<file path="config.mk">
export PLATFORM = sky130hd
export DESIGN_NAME = fpskr_regs
export DESIGN_NICKNAME = d
export VERILOG_FILES = /design/src/fpskr_pkg.sv /design/src/fpskr_dl_if.sv /design/src/fpskr_regs.sv /design/src/fpskr_download.sv
export VERILOG_INCLUDE_DIRS = /design/src
export SDC_FILE = /design/constraint.sdc
export NUM_CORES = 1
export LEC_CHECK = 0
export ABC_CLOCK_PERIOD_IN_PS = 1500
export BUFFER_PORTS_ARGS = -buffer_cell sky130_fd_sc_hd__buf_4
export CAP_MARGIN = 0
export CORE_UTILIZATION = 47
export CTS_CLUSTER_SIZE = 12
export DETAILED_ROUTE_END_ITERATION = 6
export PLACE_DENSITY = 0.8
export SYNTH_ARGS = -nofsm -noshare
export SYNTH_HDL_FRONTEND = slang
export SYNTH_HIERARCHICAL = 1
export SYNTH_SLANG_ARGS = --single-unit
</file>
<file path="constraint.sdc">
create_clock -name clk_sys_i -period 1.5 [get_ports clk_sys_i]
set_input_delay 0.3 -clock clk_sys_i [delete_from_list [all_inputs] [get_ports clk_sys_i]]
set_output_delay 0.3 -clock clk_sys_i [all_outputs]
set_load 0.01 [all_outputs]
</file>
<file path="src/fpskr_defines.svh">
// register offsets, field positions, key values and sizes of the flash select and key block
`ifndef FPSKR_DEFINES_SVH
`define FPSKR_DEFINES_SVH

// wishbone byte offsets, one aligned word per register
`define FPSKR_ADR_W            8
`define FPSKR_OFS_PROG_SEL     8'h00
`define FPSKR_OFS_ERASE_SEL    8'h04
`define FPSKR_OFS_KEY          8'h08
`define FPSKR_OFS_ARRAY_SEL    8'h0c
`define FPSKR_OFS_DL_CTRL      8'h10

// field positions
`define FPSKR_SEL_BIT          0
`define FPSKR_CTRL_REQ_BIT     0
`define FPSKR_CTRL_KEYDL_BIT   1
`define FPSKR_CTRL_KEYPE_BIT   2
`define FPSKR_CTRL_REFUSED_BIT 3

// key and array select values
`define FPSKR_KEY_DOWNLOAD     8'ha5
`define FPSKR_KEY_PROGRAM      8'h5a
`define FPSKR_ARRAY_USER_BOOT  8'haa
`define FPSKR_ARRAY_USER       8'h00

// reset values
`define FPSKR_RST_BYTE         8'h00

// download engine sizing
`define FPSKR_ROUTINE_WORDS    16
`define FPSKR_IDX_W            4
`define FPSKR_DEST_W           3
`define FPSKR_RAM_ADR_W        15
`define FPSKR_ROM_ADR_W        5
`define FPSKR_IDX_LAST         4'hf

`endif

</file>
<file path="src/fpskr_pkg.sv">
// types shared by the flash select and key block
package fpskr_pkg;

	typedef logic [7:0] fpskr_byte_t;

	// download engine states
	typedef enum logic [1:0] {
		FPSKR_DL_IDLE,
		FPSKR_DL_COPY,
		FPSKR_DL_FINISH
	} fpskr_dl_state_e;

endpackage : fpskr_pkg

</file>
<file path="src/fpskr_dl_if.sv">
// carrier between the register file and the download engine
`timescale 1ns/1ns
`include "fpskr_defines.svh"

interface fpskr_dl_if;
	logic                      start;
	logic                      prog_sel;
	logic                      erase_sel;
	logic [`FPSKR_DEST_W-1:0]  dest;
	logic                      busy;
	logic                      done;

	modport ctrl (
		output start,
		output prog_sel,
		output erase_sel,
		output dest,
		input  busy,
		input  done
	);

	modport engine (
		input  start,
		input  prog_sel,
		input  erase_sel,
		input  dest,
		output busy,
		output done
	);
endinterface : fpskr_dl_if

</file>
<file path="src/fpskr_regs.sv">
// flash routine select, protection key and array select registers on wishbone
//
// Implementation choices: register access over Wishbone and the placing of the registers.
`timescale 1ns/1ns
`include "fpskr_defines.svh"

module fpskr_regs
	import fpskr_pkg::*;
(
	// clock and reset
	input  wire logic                        clk_sys_i,
	input  wire logic                        reset_n_i,
	// classic wishbone slave
	input  wire logic                        wb_cyc_i,
	input  wire logic                        wb_stb_i,
	input  wire logic                        wb_we_i,
	input  wire logic [`FPSKR_ADR_W-1:0]     wb_adr_i,
	input  wire logic [3:0]                  wb_sel_i,
	input  wire logic [31:0]                 wb_dat_i,
	output wire logic [31:0]                 wb_dat_o,
	output wire logic                        wb_ack_o,
	// cpu and mode status
	input  wire logic                        exec_from_ram_i,
	input  wire logic                        ram_emulation_on_i,
	input  wire logic                        user_boot_mode_i,
	input  wire logic [`FPSKR_DEST_W-1:0]    download_destination_i,
	// flash control
	output wire logic                        flash_modify_enable_o,
	output wire logic                        user_boot_array_sel_o,
	output wire logic                        download_busy_o,
	// routine rom
	output wire logic [`FPSKR_ROM_ADR_W-1:0] rom_addr_o,
	input  wire logic [31:0]                 rom_data_i,
	// on-chip ram write port
	output wire logic                        ram_we_o,
	output wire logic [`FPSKR_RAM_ADR_W-1:0] ram_addr_o,
	output wire logic [31:0]                 ram_wdata_o
);

	// register state
	logic                   program_routine_sel_bit_reg;
	logic                   erase_routine_sel_bit_reg;
	fpskr_byte_t            protection_key_reg;
	fpskr_byte_t            flash_array_select_reg;
	logic                   download_request_reg;
	logic                   refused_reg;
	logic                   strap_done_reg;
	logic                   ack_reg;
	logic [31:0]            rdata_reg;
	logic                   modify_en_reg;
	logic                   boot_sel_reg;

	// next values
	logic                   program_routine_sel_bit_next;
	logic                   erase_routine_sel_bit_next;
	fpskr_byte_t            flash_array_select_next;
	logic                   download_request_next;
	logic                   refused_next;
	logic [31:0]            rdata_next;

	// link to the download engine
	fpskr_dl_if             dl_link ();

	// bus decode
	wire logic              bus_req     = wb_cyc_i && wb_stb_i;
	wire logic              bus_fire    = bus_req && ack_reg;
	wire logic              lane0_wr    = bus_fire && wb_we_i && wb_sel_i[0];
	wire logic              hit_prog    = (wb_adr_i == `FPSKR_OFS_PROG_SEL);
	wire logic              hit_erase   = (wb_adr_i == `FPSKR_OFS_ERASE_SEL);
	wire logic              hit_key     = (wb_adr_i == `FPSKR_OFS_KEY);
	wire logic              hit_array   = (wb_adr_i == `FPSKR_OFS_ARRAY_SEL);
	wire logic              hit_ctrl    = (wb_adr_i == `FPSKR_OFS_DL_CTRL);
	wire fpskr_byte_t       wr_byte     = wb_dat_i[7:0];

	// per-register write strobes
	wire logic              wr_prog     = lane0_wr && hit_prog;
	wire logic              wr_erase    = lane0_wr && hit_erase;
	wire logic              wr_key      = lane0_wr && hit_key;
	wire logic              wr_array    = lane0_wr && hit_array;
	wire logic              wr_ctrl     = lane0_wr && hit_ctrl;

	// key comparison, live on the stored byte
	wire logic              key_download_ok =
		(protection_key_reg == `FPSKR_KEY_DOWNLOAD);
	wire logic              key_program_ok  =
		(protection_key_reg == `FPSKR_KEY_PROGRAM);

	// download request qualification
	wire logic              req_written  = wr_ctrl && wr_byte[`FPSKR_CTRL_REQ_BIT];
	wire logic              req_allowed  = key_download_ok && exec_from_ram_i
		&& !ram_emulation_on_i && !download_request_reg;
	wire logic              req_accept   = req_written && req_allowed;
	wire logic              req_refuse   = req_written && !req_allowed;
	wire logic              refused_clr  = wr_ctrl && wr_byte[`FPSKR_CTRL_REFUSED_BIT];

	// array select write only while fetching from ram
	wire logic              array_wr_ok  = wr_array && exec_from_ram_i;
	wire fpskr_byte_t       strap_value  =
		user_boot_mode_i ? `FPSKR_ARRAY_USER_BOOT : `FPSKR_ARRAY_USER;

	// transfer completion from the engine
	wire logic              dl_done      = dl_link.done;

	// readback words; narrow registers sit in the low byte
	wire logic [31:0]       rd_prog  = {31'h0, program_routine_sel_bit_reg};
	wire logic [31:0]       rd_erase = {31'h0, erase_routine_sel_bit_reg};
	wire logic [31:0]       rd_key   = {24'h0, protection_key_reg};
	wire logic [31:0]       rd_array = {24'h0, flash_array_select_reg};
	wire logic [31:0]       rd_ctrl  = {28'h0, refused_reg, key_program_ok,
		key_download_ok, download_request_reg};

	// outputs
	assign wb_ack_o              = ack_reg;
	assign wb_dat_o              = rdata_reg;
	assign flash_modify_enable_o = modify_en_reg;
	assign user_boot_array_sel_o = boot_sel_reg;
	assign download_busy_o       = download_request_reg;

	// engine control; selections are read live while the copy starts
	assign dl_link.start     = download_request_reg && !dl_link.busy && !dl_link.done;
	assign dl_link.prog_sel  = program_routine_sel_bit_reg;
	assign dl_link.erase_sel = erase_routine_sel_bit_reg;
	assign dl_link.dest      = download_destination_i;

	// select bits: a software write in the completion cycle is newer, so it wins
	always_comb begin
		program_routine_sel_bit_next = program_routine_sel_bit_reg;
		erase_routine_sel_bit_next   = erase_routine_sel_bit_reg;
		if (dl_done) begin
			program_routine_sel_bit_next = 1'b0;
			erase_routine_sel_bit_next   = 1'b0;
		end
		if (wr_prog) begin
			program_routine_sel_bit_next = wr_byte[`FPSKR_SEL_BIT];
		end
		if (wr_erase) begin
			erase_routine_sel_bit_next = wr_byte[`FPSKR_SEL_BIT];
		end
	end

	// array select: strap load once after reset, then ram-only writes
	always_comb begin
		flash_array_select_next = flash_array_select_reg;
		if (!strap_done_reg) begin
			flash_array_select_next = strap_value;
		end
		if (array_wr_ok) begin
			flash_array_select_next = wr_byte;
		end
	end

	// download request and refusal flag; set beats clear on the flag
	always_comb begin
		download_request_next = download_request_reg;
		refused_next          = refused_reg;
		if (dl_done) begin
			download_request_next = 1'b0;
		end
		if (req_accept) begin
			download_request_next = 1'b1;
		end
		if (refused_clr) begin
			refused_next = 1'b0;
		end
		if (req_refuse) begin
			refused_next = 1'b1;
		end
	end

	// read mux; unmapped offsets read zero
	always_comb begin
		rdata_next = 32'h0;
		if (hit_prog) begin
			rdata_next = rd_prog;
		end else if (hit_erase) begin
			rdata_next = rd_erase;
		end else if (hit_key) begin
			rdata_next = rd_key;
		end else if (hit_array) begin
			rdata_next = rd_array;
		end else if (hit_ctrl) begin
			rdata_next = rd_ctrl;
		end
	end

	// bus handshake: ack one cycle after the request, dropped the cycle after
	always_ff @(posedge clk_sys_i or negedge reset_n_i) begin
		if (!reset_n_i) begin
			ack_reg   <= 1'b0;
			rdata_reg <= 32'h0;
		end else begin
			ack_reg   <= bus_req && !ack_reg;
			rdata_reg <= rdata_next;
		end
	end

	// routine select bits
	always_ff @(posedge clk_sys_i or negedge reset_n_i) begin
		if (!reset_n_i) begin
			program_routine_sel_bit_reg <= 1'b0;
			erase_routine_sel_bit_reg   <= 1'b0;
		end else begin
			program_routine_sel_bit_reg <= program_routine_sel_bit_next;
			erase_routine_sel_bit_reg   <= erase_routine_sel_bit_next;
		end
	end

	// key register takes any byte; gating follows one cycle later
	always_ff @(posedge clk_sys_i or negedge reset_n_i) begin
		if (!reset_n_i) begin
			protection_key_reg <= `FPSKR_RST_BYTE;
		end else if (wr_key) begin
			protection_key_reg <= wr_byte;
		end
	end

	// array select; the strap is caught after release, never by the reset itself
	always_ff @(posedge clk_sys_i or negedge reset_n_i) begin
		if (!reset_n_i) begin
			flash_array_select_reg <= `FPSKR_RST_BYTE;
			strap_done_reg         <= 1'b0;
		end else begin
			flash_array_select_reg <= flash_array_select_next;
			strap_done_reg         <= 1'b1;
		end
	end

	// download request and refusal flag
	always_ff @(posedge clk_sys_i or negedge reset_n_i) begin
		if (!reset_n_i) begin
			download_request_reg <= 1'b0;
			refused_reg          <= 1'b0;
		end else begin
			download_request_reg <= download_request_next;
			refused_reg          <= refused_next;
		end
	end

	// flash side outputs registered to keep glitches off the array switch
	always_ff @(posedge clk_sys_i or negedge reset_n_i) begin
		if (!reset_n_i) begin
			modify_en_reg <= 1'b0;
			boot_sel_reg  <= 1'b0;
		end else begin
			modify_en_reg <= key_program_ok;
			boot_sel_reg  <= (flash_array_select_next == `FPSKR_ARRAY_USER_BOOT);
		end
	end

	// copy engine
	fpskr_download u_download (
		.clk_sys_i   (clk_sys_i),
		.reset_n_i   (reset_n_i),
		.dl          (dl_link.engine),
		.rom_addr_o  (rom_addr_o),
		.rom_data_i  (rom_data_i),
		.ram_we_o    (ram_we_o),
		.ram_addr_o  (ram_addr_o),
		.ram_wdata_o (ram_wdata_o)
	);

endmodule : fpskr_regs

</file>
<file path="src/fpskr_download.sv">
// download engine: copies the selected internal routine into on-chip ram
`timescale 1ns/1ns
`include "fpskr_defines.svh"

module fpskr_download
	import fpskr_pkg::*;
(
	// clock and reset
	input  wire logic                        clk_sys_i,
	input  wire logic                        reset_n_i,
	// control from the register file
	fpskr_dl_if.engine                       dl,
	// routine rom, combinational read
	output wire logic [`FPSKR_ROM_ADR_W-1:0] rom_addr_o,
	input  wire logic [31:0]                 rom_data_i,
	// on-chip ram write port
	output wire logic                        ram_we_o,
	output wire logic [`FPSKR_RAM_ADR_W-1:0] ram_addr_o,
	output wire logic [31:0]                 ram_wdata_o
);

	fpskr_dl_state_e                state_reg;
	fpskr_dl_state_e                state_next;
	logic [`FPSKR_IDX_W-1:0]        idx_reg;
	logic                           erase_reg;
	logic [`FPSKR_DEST_W-1:0]       dest_reg;
	logic                           we_reg;
	logic [`FPSKR_RAM_ADR_W-1:0]    waddr_reg;
	logic [31:0]                    wdata_reg;

	wire logic                      nothing_sel = !dl.prog_sel && !dl.erase_sel;
	wire logic                      last_word   = (idx_reg == `FPSKR_IDX_LAST);
	// 4 KB block base plus word offset; the offset never carries into the base
	wire logic [`FPSKR_RAM_ADR_W-1:0] word_addr =
		{dest_reg, {(`FPSKR_RAM_ADR_W-`FPSKR_DEST_W-`FPSKR_IDX_W-2){1'b0}}, idx_reg, 2'b00};

	// rom word index; upper bit picks the erase routine
	assign rom_addr_o  = {erase_reg, idx_reg};
	assign ram_we_o    = we_reg;
	assign ram_addr_o  = waddr_reg;
	assign ram_wdata_o = wdata_reg;
	assign dl.busy     = (state_reg != FPSKR_DL_IDLE);
	assign dl.done     = (state_reg == FPSKR_DL_FINISH);

	// next state; with no routine selected the transfer finishes at once
	always_comb begin
		state_next = state_reg;
		case (state_reg)
			FPSKR_DL_IDLE: begin
				if (dl.start) begin
					state_next = nothing_sel ? FPSKR_DL_FINISH : FPSKR_DL_COPY;
				end
			end
			FPSKR_DL_COPY: begin
				if (last_word) begin
					state_next = FPSKR_DL_FINISH;
				end
			end
			FPSKR_DL_FINISH: state_next = FPSKR_DL_IDLE;
			default:         state_next = FPSKR_DL_IDLE;
		endcase
	end

	// one word per cycle, registered towards the ram
	always_ff @(posedge clk_sys_i or negedge reset_n_i) begin
		if (!reset_n_i) begin
			state_reg <= FPSKR_DL_IDLE;
			idx_reg   <= '0;
			erase_reg <= 1'b0;
			dest_reg  <= '0;
			we_reg    <= 1'b0;
			waddr_reg <= '0;
			wdata_reg <= '0;
		end else begin
			state_reg <= state_next;
			we_reg    <= (state_reg == FPSKR_DL_COPY);
			if (state_reg == FPSKR_DL_IDLE) begin
				idx_reg   <= '0;
				erase_reg <= !dl.prog_sel; // programming routine wins if both chosen
				dest_reg  <= dl.dest;
			end else if (state_reg == FPSKR_DL_COPY) begin
				idx_reg   <= idx_reg + 1'b1;
				waddr_reg <= word_addr;
				wdata_reg <= rom_data_i;
			end
		end
	end

endmodule : fpskr_download

</file>
==> results.py, run 1 <==
metrics = {
    "place": {
        "pre_cts_ws_ns": -0.4516,
        "numPortBuffers": 116,
        "hpwl_um": 6291,
        "placed_cell_area_sq_um": 4793,
        "place_congestion": 0.8430,
    },
    "power": {
        "p_clk_frac": 0.374,
        "internal-power_uw": 3378,
        "switching_share": 0.2420,
        "ir_drop_mv": 0.4345,
        "pwr-share-seq": 0.520,
        "powerDensity_nw_per_um2": 871.0,
        "power_frac_comb": 0.106,
        "p_switching_uw": 1078,
        "leakage_uw": 0.002714,
    },
    "sta": {
        "hold_viol": 0,
        "slew_viol_final": 0,
        "worst_pin_slew_ns": 0.4916,
        "final.setup.worst_slack_ns": -0.01966,
        "post-route-period-util": 1.013,
        "relSlewSlack": 0.6692,
        "fin_hold_ws_ns": 0.1362,
        "finClkSkew_ns": 0.005281,
        "setup_viol": 2,
        "rsz0062_at_grt": "true",
        "fmaxAchievable_mhz": 658.0,
        "layout_min_cycle_time_ns": 1.520,
    },
    "cells_and_area": {
        "design_area_sq_um": 5116,
        "area_growth_pct": 34.07,
        "utilization": 0.6553,
        "num-nets-final": 610,
        "antenna_cells": 0,
        "drive_gt1_frac": 0.3662,
        "final_cell_mix": "139 x buf_4, 135 x nand2_1, 82 x dfrtp_1, 33 x conb_1, 15 x mux2_2",
        "multiInputGateArea_sq_um": 1545,
        "mostFrequentLayoutCell": "buf_4",
        "fillers": 630,
        "seqCellArea_sq_um": 2052,
        "largest_reg_flops": 32,
    },
    "floorplanning": {
        "core_area_sq_um": 7807,
        "num_io_pins": 176,
        "fp-row-count": 32,
        "die_width_um": 92.11,
        "start_util": 0.4888,
        "die-area_sq_um": 8484,
        "die_h_um": 92.11,
    },
    "global_routing": {
        "grt_pass1_vias": 2916,
        "grt_pass1_wl_um": 14110,
        "grt_usage": 0.2129,
        "grt_antenna_before_repair": 0,
        "overflow": 0,
        "grt_max_degree": 42,
    },
    "cts": {
        "clock-sinks": 82,
        "cts-root-buf": "clkbuf_8",
        "h-tree-depth": 3,
        "clk_latency_ns": 0.35,
        "path_clk_slew_ns": 0.08,
        "clockBufferDepth": 2,
        "cts_tree": "done",
        "cts_inserted_buffers": 9,
    },
    "logic_synthesis": {
        "syn_inst": 381,
        "synth_edf_count": 0,
        "synth_top_family_by_area": "simple AND/OR/NAND/NOR gates",
        "seq_area_frac_synth": 0.5377,
        "synth_cell_type_count": 42,
        "avgSynthCellArea_sq_um": 10.02,
        "synth_largest_area_cell": "dfrtp_1",
        "synthXorXnorAreaFrac": 0,
        "synthAdderAreaFrac": 0.003279,
        "synth_compound_area_frac": 0.04131,
        "ys_warn_count": 6,
        "synthSimpleGateAreaFrac": 0.2334,
        "synth_top_area_share": 0.5377,
        "postSynth.asyncResetShare": 1.000,
        "synth_mux_area_frac": 0.07869,
        "netlist_area_sq_um": 3816,
        "synth_area_leaders": "dfrtp_1 54%, nand2_1 13%, buf_4 7.3%",
        "dominantRegCellSynth": "dfrtp_1",
        "ys_seq_elements": 82,
    },
    "worst_setup_path": {
        "cp_num_buf_inv": 2,
        "start_kind": "primary input",
        "cpPeakStageDelay_ns": 0.56,
        "path_delay_family": "simple AND/OR/NAND/NOR gates",
        "critPathArrivalTime_ns": 1.75,
        "critical_path_required_ns": 1.73,
        "crit_path_end_kind": "register",
        "path_class": "in2reg",
        "worstPathCellList": "buf_6 -> or4_4 -> nor3_4 -> buf_12 -> nand3b_4 -> mux2_4",
        "crit_fanout": 8,
        "cp_slowest_cell": "or4_4",
    },
    "routing": {
        "drtIter0Drc": 147,
        "routedWlPerCell_um": 13.95,
        "via_per_inst": 4.882,
        "drc": 0,
        "vias": 3071,
        "routed_wl_um": 8772,
        "postRouteAntennaNets": 0,
        "drt-pass1-iter-count": 6,
    },
    "status": {
        "failed_checks": "setup timing",
        "status": "finished with violations",
    },
    "run": {
        "max_cap_violations": 0,
    },
    "hold_path": {
        "hold_path_class": "in2reg",
    },
}
## power groups by stage
stage | clock, uW | combinational (uW) | sequential, uW
after CTS | 1700 | 471 | 2320
final | 1670 | 472 | 2320
after floorplan | 0 | 202 | 2380
after global placement | 0 | 450 | 2360
after detailed placement | 0 | 461 | 2360
after global routing | 1780 | 523 | 2330
## layer usage
metal / part of all wire / track usage / wire (um) / vias up
li1: - / - / - / 1458
met1: 0.43 / 0.2786 / 3779 / 1485
met2: 0.50 / 0.3576 / 4377 / 119
met3: 0.060 / 0.04229 / 527 / 9
met4: 0.010 / 0.06380 / 89 / 0
met5: 0 / 0 / 0 / -
## worst reg2reg max path: cells and delay by family (launching register included)
family                 cells  cell delay [ns]
DFF                        1             0.38
buffers and inverters      1             0.17
and+or+nand+nor            3             0.54
AOI/OAI and AO/OA          1             0.23
## path summary, 6_finish.rpt
kind	from	cells past startpoint	slack, ns	endpoint
min reg2reg	wb_ack_o	1	0.46	wb_ack_o
max in group asynchronous	reset_n_i	3	0.50	u_download/ram_wdata_o[24]
min	rom_data_i[18]	3	0.14	u_download/ram_wdata_o[18]
max reg2reg	protection_key_reg[1]	5	0.08	refused_reg
max	wb_adr_i[0]	6	-0.02	protection_key_reg[3]
min in group asynchronous	reset_n_i	2	0.43	u_download/ram_wdata_o[27]
## synthesized netlist by cell type (3+ instances only)
master and number:
a21oi_1 6, a22o_1 3, buf_4 37, buf_6 6, conb_1 3, dfrtp_1 82, inv_1 5, mux2_2 16
mux2i_1 12, nand2_1 135, nand2b_1 12, nand3_1 7, nand4b_1 3, nor2_1 9, nor2b_1 4, nor3_1 4
nor4_1 3, o21ai_0 6
## cell type report
| type | count | share of cell area |
|---|---|---|
| well taps | 102 | 0.02494 |
| repair buffers | 146 | 0.2243 |
| multi-input cells | 277 | 0.3020 |
| inverters | 6 | 0.005869 |
| clock inverters | 5 | 0.01223 |
| clock buffers | 11 | 0.02959 |
| flip-flops and latches | 82 | 0.4011 |
## stage by stage
stage          total power [uW]  setup TNS, ns  cells
6_report                   4456       -0.02471    629
5_1_grt                    4634        -0.2367    629
4_1_cts                    4491        -0.3064    629
3_5_place_dp               2823         -10.50    609
3_3_place_gp               2808         -9.846    609
2_1_floorplan              2581         -4.682    411
## timing repair
item | CTS | global route
pin swaps | 2 | 1
endpoints found under the setup margin | 19 | 24
resized for setup | 4 | 8
buffers inserted | 2 | 0
hold buffers | 1 | 0
hold endpoints to repair | 27 | 0
cloned | 1 | 0
## cell families after synthesis
family | Yosys count
adders and majority gates | 1
muxes | 28
other | 3
and+or+nand+nor | 191
DFF | 82
AOI/OAI and AO/OA | 23
buffers and inverters | 53
Note: power is estimated with default switching activity, not from simulation.
==> inputs of run 2 (changes only) <==
--- a/config.mk
+++ b/config.mk
@@ -6,13 +6,14 @@
 export SDC_FILE = /design/constraint.sdc
 export NUM_CORES = 1
 export LEC_CHECK = 0
-export ABC_CLOCK_PERIOD_IN_PS = 1500
+export ABC_CLOCK_PERIOD_IN_PS = 1300
 export BUFFER_PORTS_ARGS = -buffer_cell sky130_fd_sc_hd__buf_4
 export CAP_MARGIN = 0
-export CORE_UTILIZATION = 47
+export CORE_UTILIZATION = 42
+export CTS_CLUSTER_DIAMETER = 100
 export CTS_CLUSTER_SIZE = 12
 export DETAILED_ROUTE_END_ITERATION = 6
-export PLACE_DENSITY = 0.8
+export PLACE_DENSITY = 0.76
 export SYNTH_ARGS = -nofsm -noshare
 export SYNTH_HDL_FRONTEND = slang
 export SYNTH_HIERARCHICAL = 1
==> constraint.sdc (replaced) <==
create_clock -name clk_sys_i -period 1.3 [get_ports clk_sys_i]
set_input_delay 0.26 -clock clk_sys_i [delete_from_list [all_inputs] [get_ports clk_sys_i]]
set_output_delay 0.26 -clock clk_sys_i [all_outputs]
set_load 0.01 [all_outputs]
==> results.py, run 2 (synthesis gave the netlist of run 1 again) <==
metrics = {
    "worst_setup_path": {
        "reg2reg_slack_ns": -0.08,
        "r2r_cells": 5,
        "critical_path_required_ns": 1.53,
        "start_kind": "primary input",
        "rr_startpoint": "protection_key_reg[1]",
        "critPathArrivalTime_ns": 1.73,
        "crit_fanout": 8,
        "path_class": "in2reg",
        "crit_path_end_kind": "register",
        "worstReg2RegEnd": "refused_reg",
        "crit_path_end": "protection_key_reg[6]",
        "crit_path_start": "wb_adr_i[6]",
    },
    "run": {
        "max_cap_violations": 0,
    },
    "place": {
        "numPortBuffers": 116,
        "hpwl_um": 6100,
        "placed_cell_area_sq_um": 4853,
        "place_congestion": 0.9110,
    },
    "sta": {
        "hold_viol": 0,
        "slew_viol_final": 0,
        "final.setup.worst_slack_ns": -0.2027,
        "setup_tns_ns": -3.354,
        "post-route-period-util": 1.156,
        "setup_viol": 28,
        "finClkSkew_ns": 0.009096,
        "fin_hold_ws_ns": 0.09471,
        "fmaxAchievable_mhz": 665.5,
        "layout_min_cycle_time_ns": 1.503,
        "rsz0062_at_grt": "true",
    },
    "status": {
        "failed_checks": "setup timing",
        "status": "finished with violations",
    },
    "routing": {
        "drc": 0,
        "routed_wl_um": 9015,
        "via_per_inst": 4.783,
        "routedWlPerCell_um": 13.78,
        "vias": 3128,
        "postRouteAntennaNets": 0,
        "drt-pass1-iter-count": 4,
        "drtIter0Drc": 108,
    },
    "cts": {
        "clockBufferDepth": 2,
        "h-tree-depth": 3,
        "clock-sinks": 82,
        "clk_latency_ns": 0.35,
        "cts_inserted_buffers": 9,
        "cts-root-buf": "clkbuf_8",
        "path_clk_slew_ns": 0.08,
        "cts_tree": "done",
    },
    "floorplanning": {
        "fp-row-count": 34,
        "die_width_um": 97.32,
        "die-area_sq_um": 9471,
        "die_h_um": 97.32,
        "start_util": 0.4355,
        "core_area_sq_um": 8763,
        "num_io_pins": 176,
    },
    "cells_and_area": {
        "drive_gt1_frac": 0.4084,
        "num-nets-final": 629,
        "area_growth_pct": 39.67,
        "mostFrequentLayoutCell": "buf_4",
        "largest_reg_flops": 32,
        "antenna_cells": 0,
        "fillers": 723,
        "final_cell_mix": "149 x buf_4, 133 x nand2_1, 78 x dfrtp_1, 33 x conb_1, 15 x mux2_2",
        "design_area_sq_um": 5330,
    },
    "global_routing": {
        "overflow": 0,
        "grt_antenna_before_repair": 0,
        "grt_usage": 0.1831,
        "grt_pass1_wl_um": 13880,
        "grt_pass1_vias": 3017,
        "grt_max_degree": 83,
    },
    "power": {
        "leakage_uw": 0.002826,
        "powerDensity_nw_per_um2": 944.3,
        "ir_drop_mv": 0.4907,
    },
    "hold_path": {
        "hold_path_class": "in2reg",
    },
}
-- run 2: changes by cell type in the layout (fill, tap and decap cells not counted), sizes merged --
| cell | previous run | this run |
|---|---|---|
| buf | 145 | 162 |
| clkinv | 2 | 4 |
| clkinvlp | 2 | 1 |
| inv | 6 | 8 |
| nand4 | 4 | 3 |
-- run 2: layout make-up --
type | count | area (sq um) | area share
clock buffer | 10 | 127.6 | 0.02394
timing repair inverter | 2 | 20.02 | 0.003756
inverter | 6 | 35.03 | 0.006573
sequential | 82 | 2057 | 0.3859
clock inverter | 6 | 65.06 | 0.01221
multi-input combinational | 276 | 1573 | 0.2951
tap | 108 | 135.1 | 0.02535
timing repair buffer | 164 | 1318 | 0.2472
-- run 2: power breakdown --
| part | leakage (uW) | internal, uW | switching (uW) | total (uW) |
|---|---|---|---|---|
| logic | 0.00172 | 282 | 278 | 559 |
| registers | 0.00101 | 2630 | 44.9 | 2670 |
| clock network | 0.0000966 | 891 | 912 | 1800 |
| total | 0.00283 | 3800 | 1230 | 5030 |
-- run 2: worst max-delay path, cell delays in order --
cell and delay, ns:
buf_6 0.09, or4_4 0.55, nor3_4 0.25, buf_6 0.14
nand3b_4 0.13, mux2_2 0.31
-- run 2: timing repair --
item | CTS | global route
setup buffers | 4 | 8
endpoints found under the setup margin | 26 | 37
resized for setup | 8 | 32
endpoints found under the hold margin | 82 | 0
pin swaps | 4 | 6
hold buffers | 1 | 0
cloned | 0 | 3
-- run 2: metrics by stage --
stage | total power [uW] | util | setup WS (ns) | cells
after floorplan | 2978 | - | -0.4427 | 411
after global placement | 3251 | 0.5538 | -0.5923 | 622
after detailed placement | 3262 | 0.5538 | -0.6270 | 622
after CTS | 5095 | 0.5842 | -0.2113 | 643
after global routing | 5283 | 0.6082 | -0.1913 | 654
final | 5033 | 0.6082 | -0.2027 | 654
-- run 2: layer usage --
layer  GRT usage  part of all wire
met5           0                 0
met4     0.07466             0.014
met3     0.03597             0.057
met2      0.2904              0.48
met1      0.2474              0.45
-- run 2: worst min-delay path by stage --
stage	startpoint	to	slack [ns]	depth (start not counted)
2_1_floorplan	reset_n_i	dl_link.erase_sel	-0.04	0
3_3_place_gp	reset_n_i	u_download/ram_wdata_o[28]	0.32	2
3_5_place_dp	reset_n_i	u_download/ram_wdata_o[28]	0.33	2
4_1_cts	rom_data_i[20]	u_download/ram_wdata_o[20]	0.07	3
5_1_grt	rom_data_i[20]	u_download/ram_wdata_o[20]	0.08	3
6_report	rom_data_i[19]	u_download/ram_wdata_o[19]	0.09	3
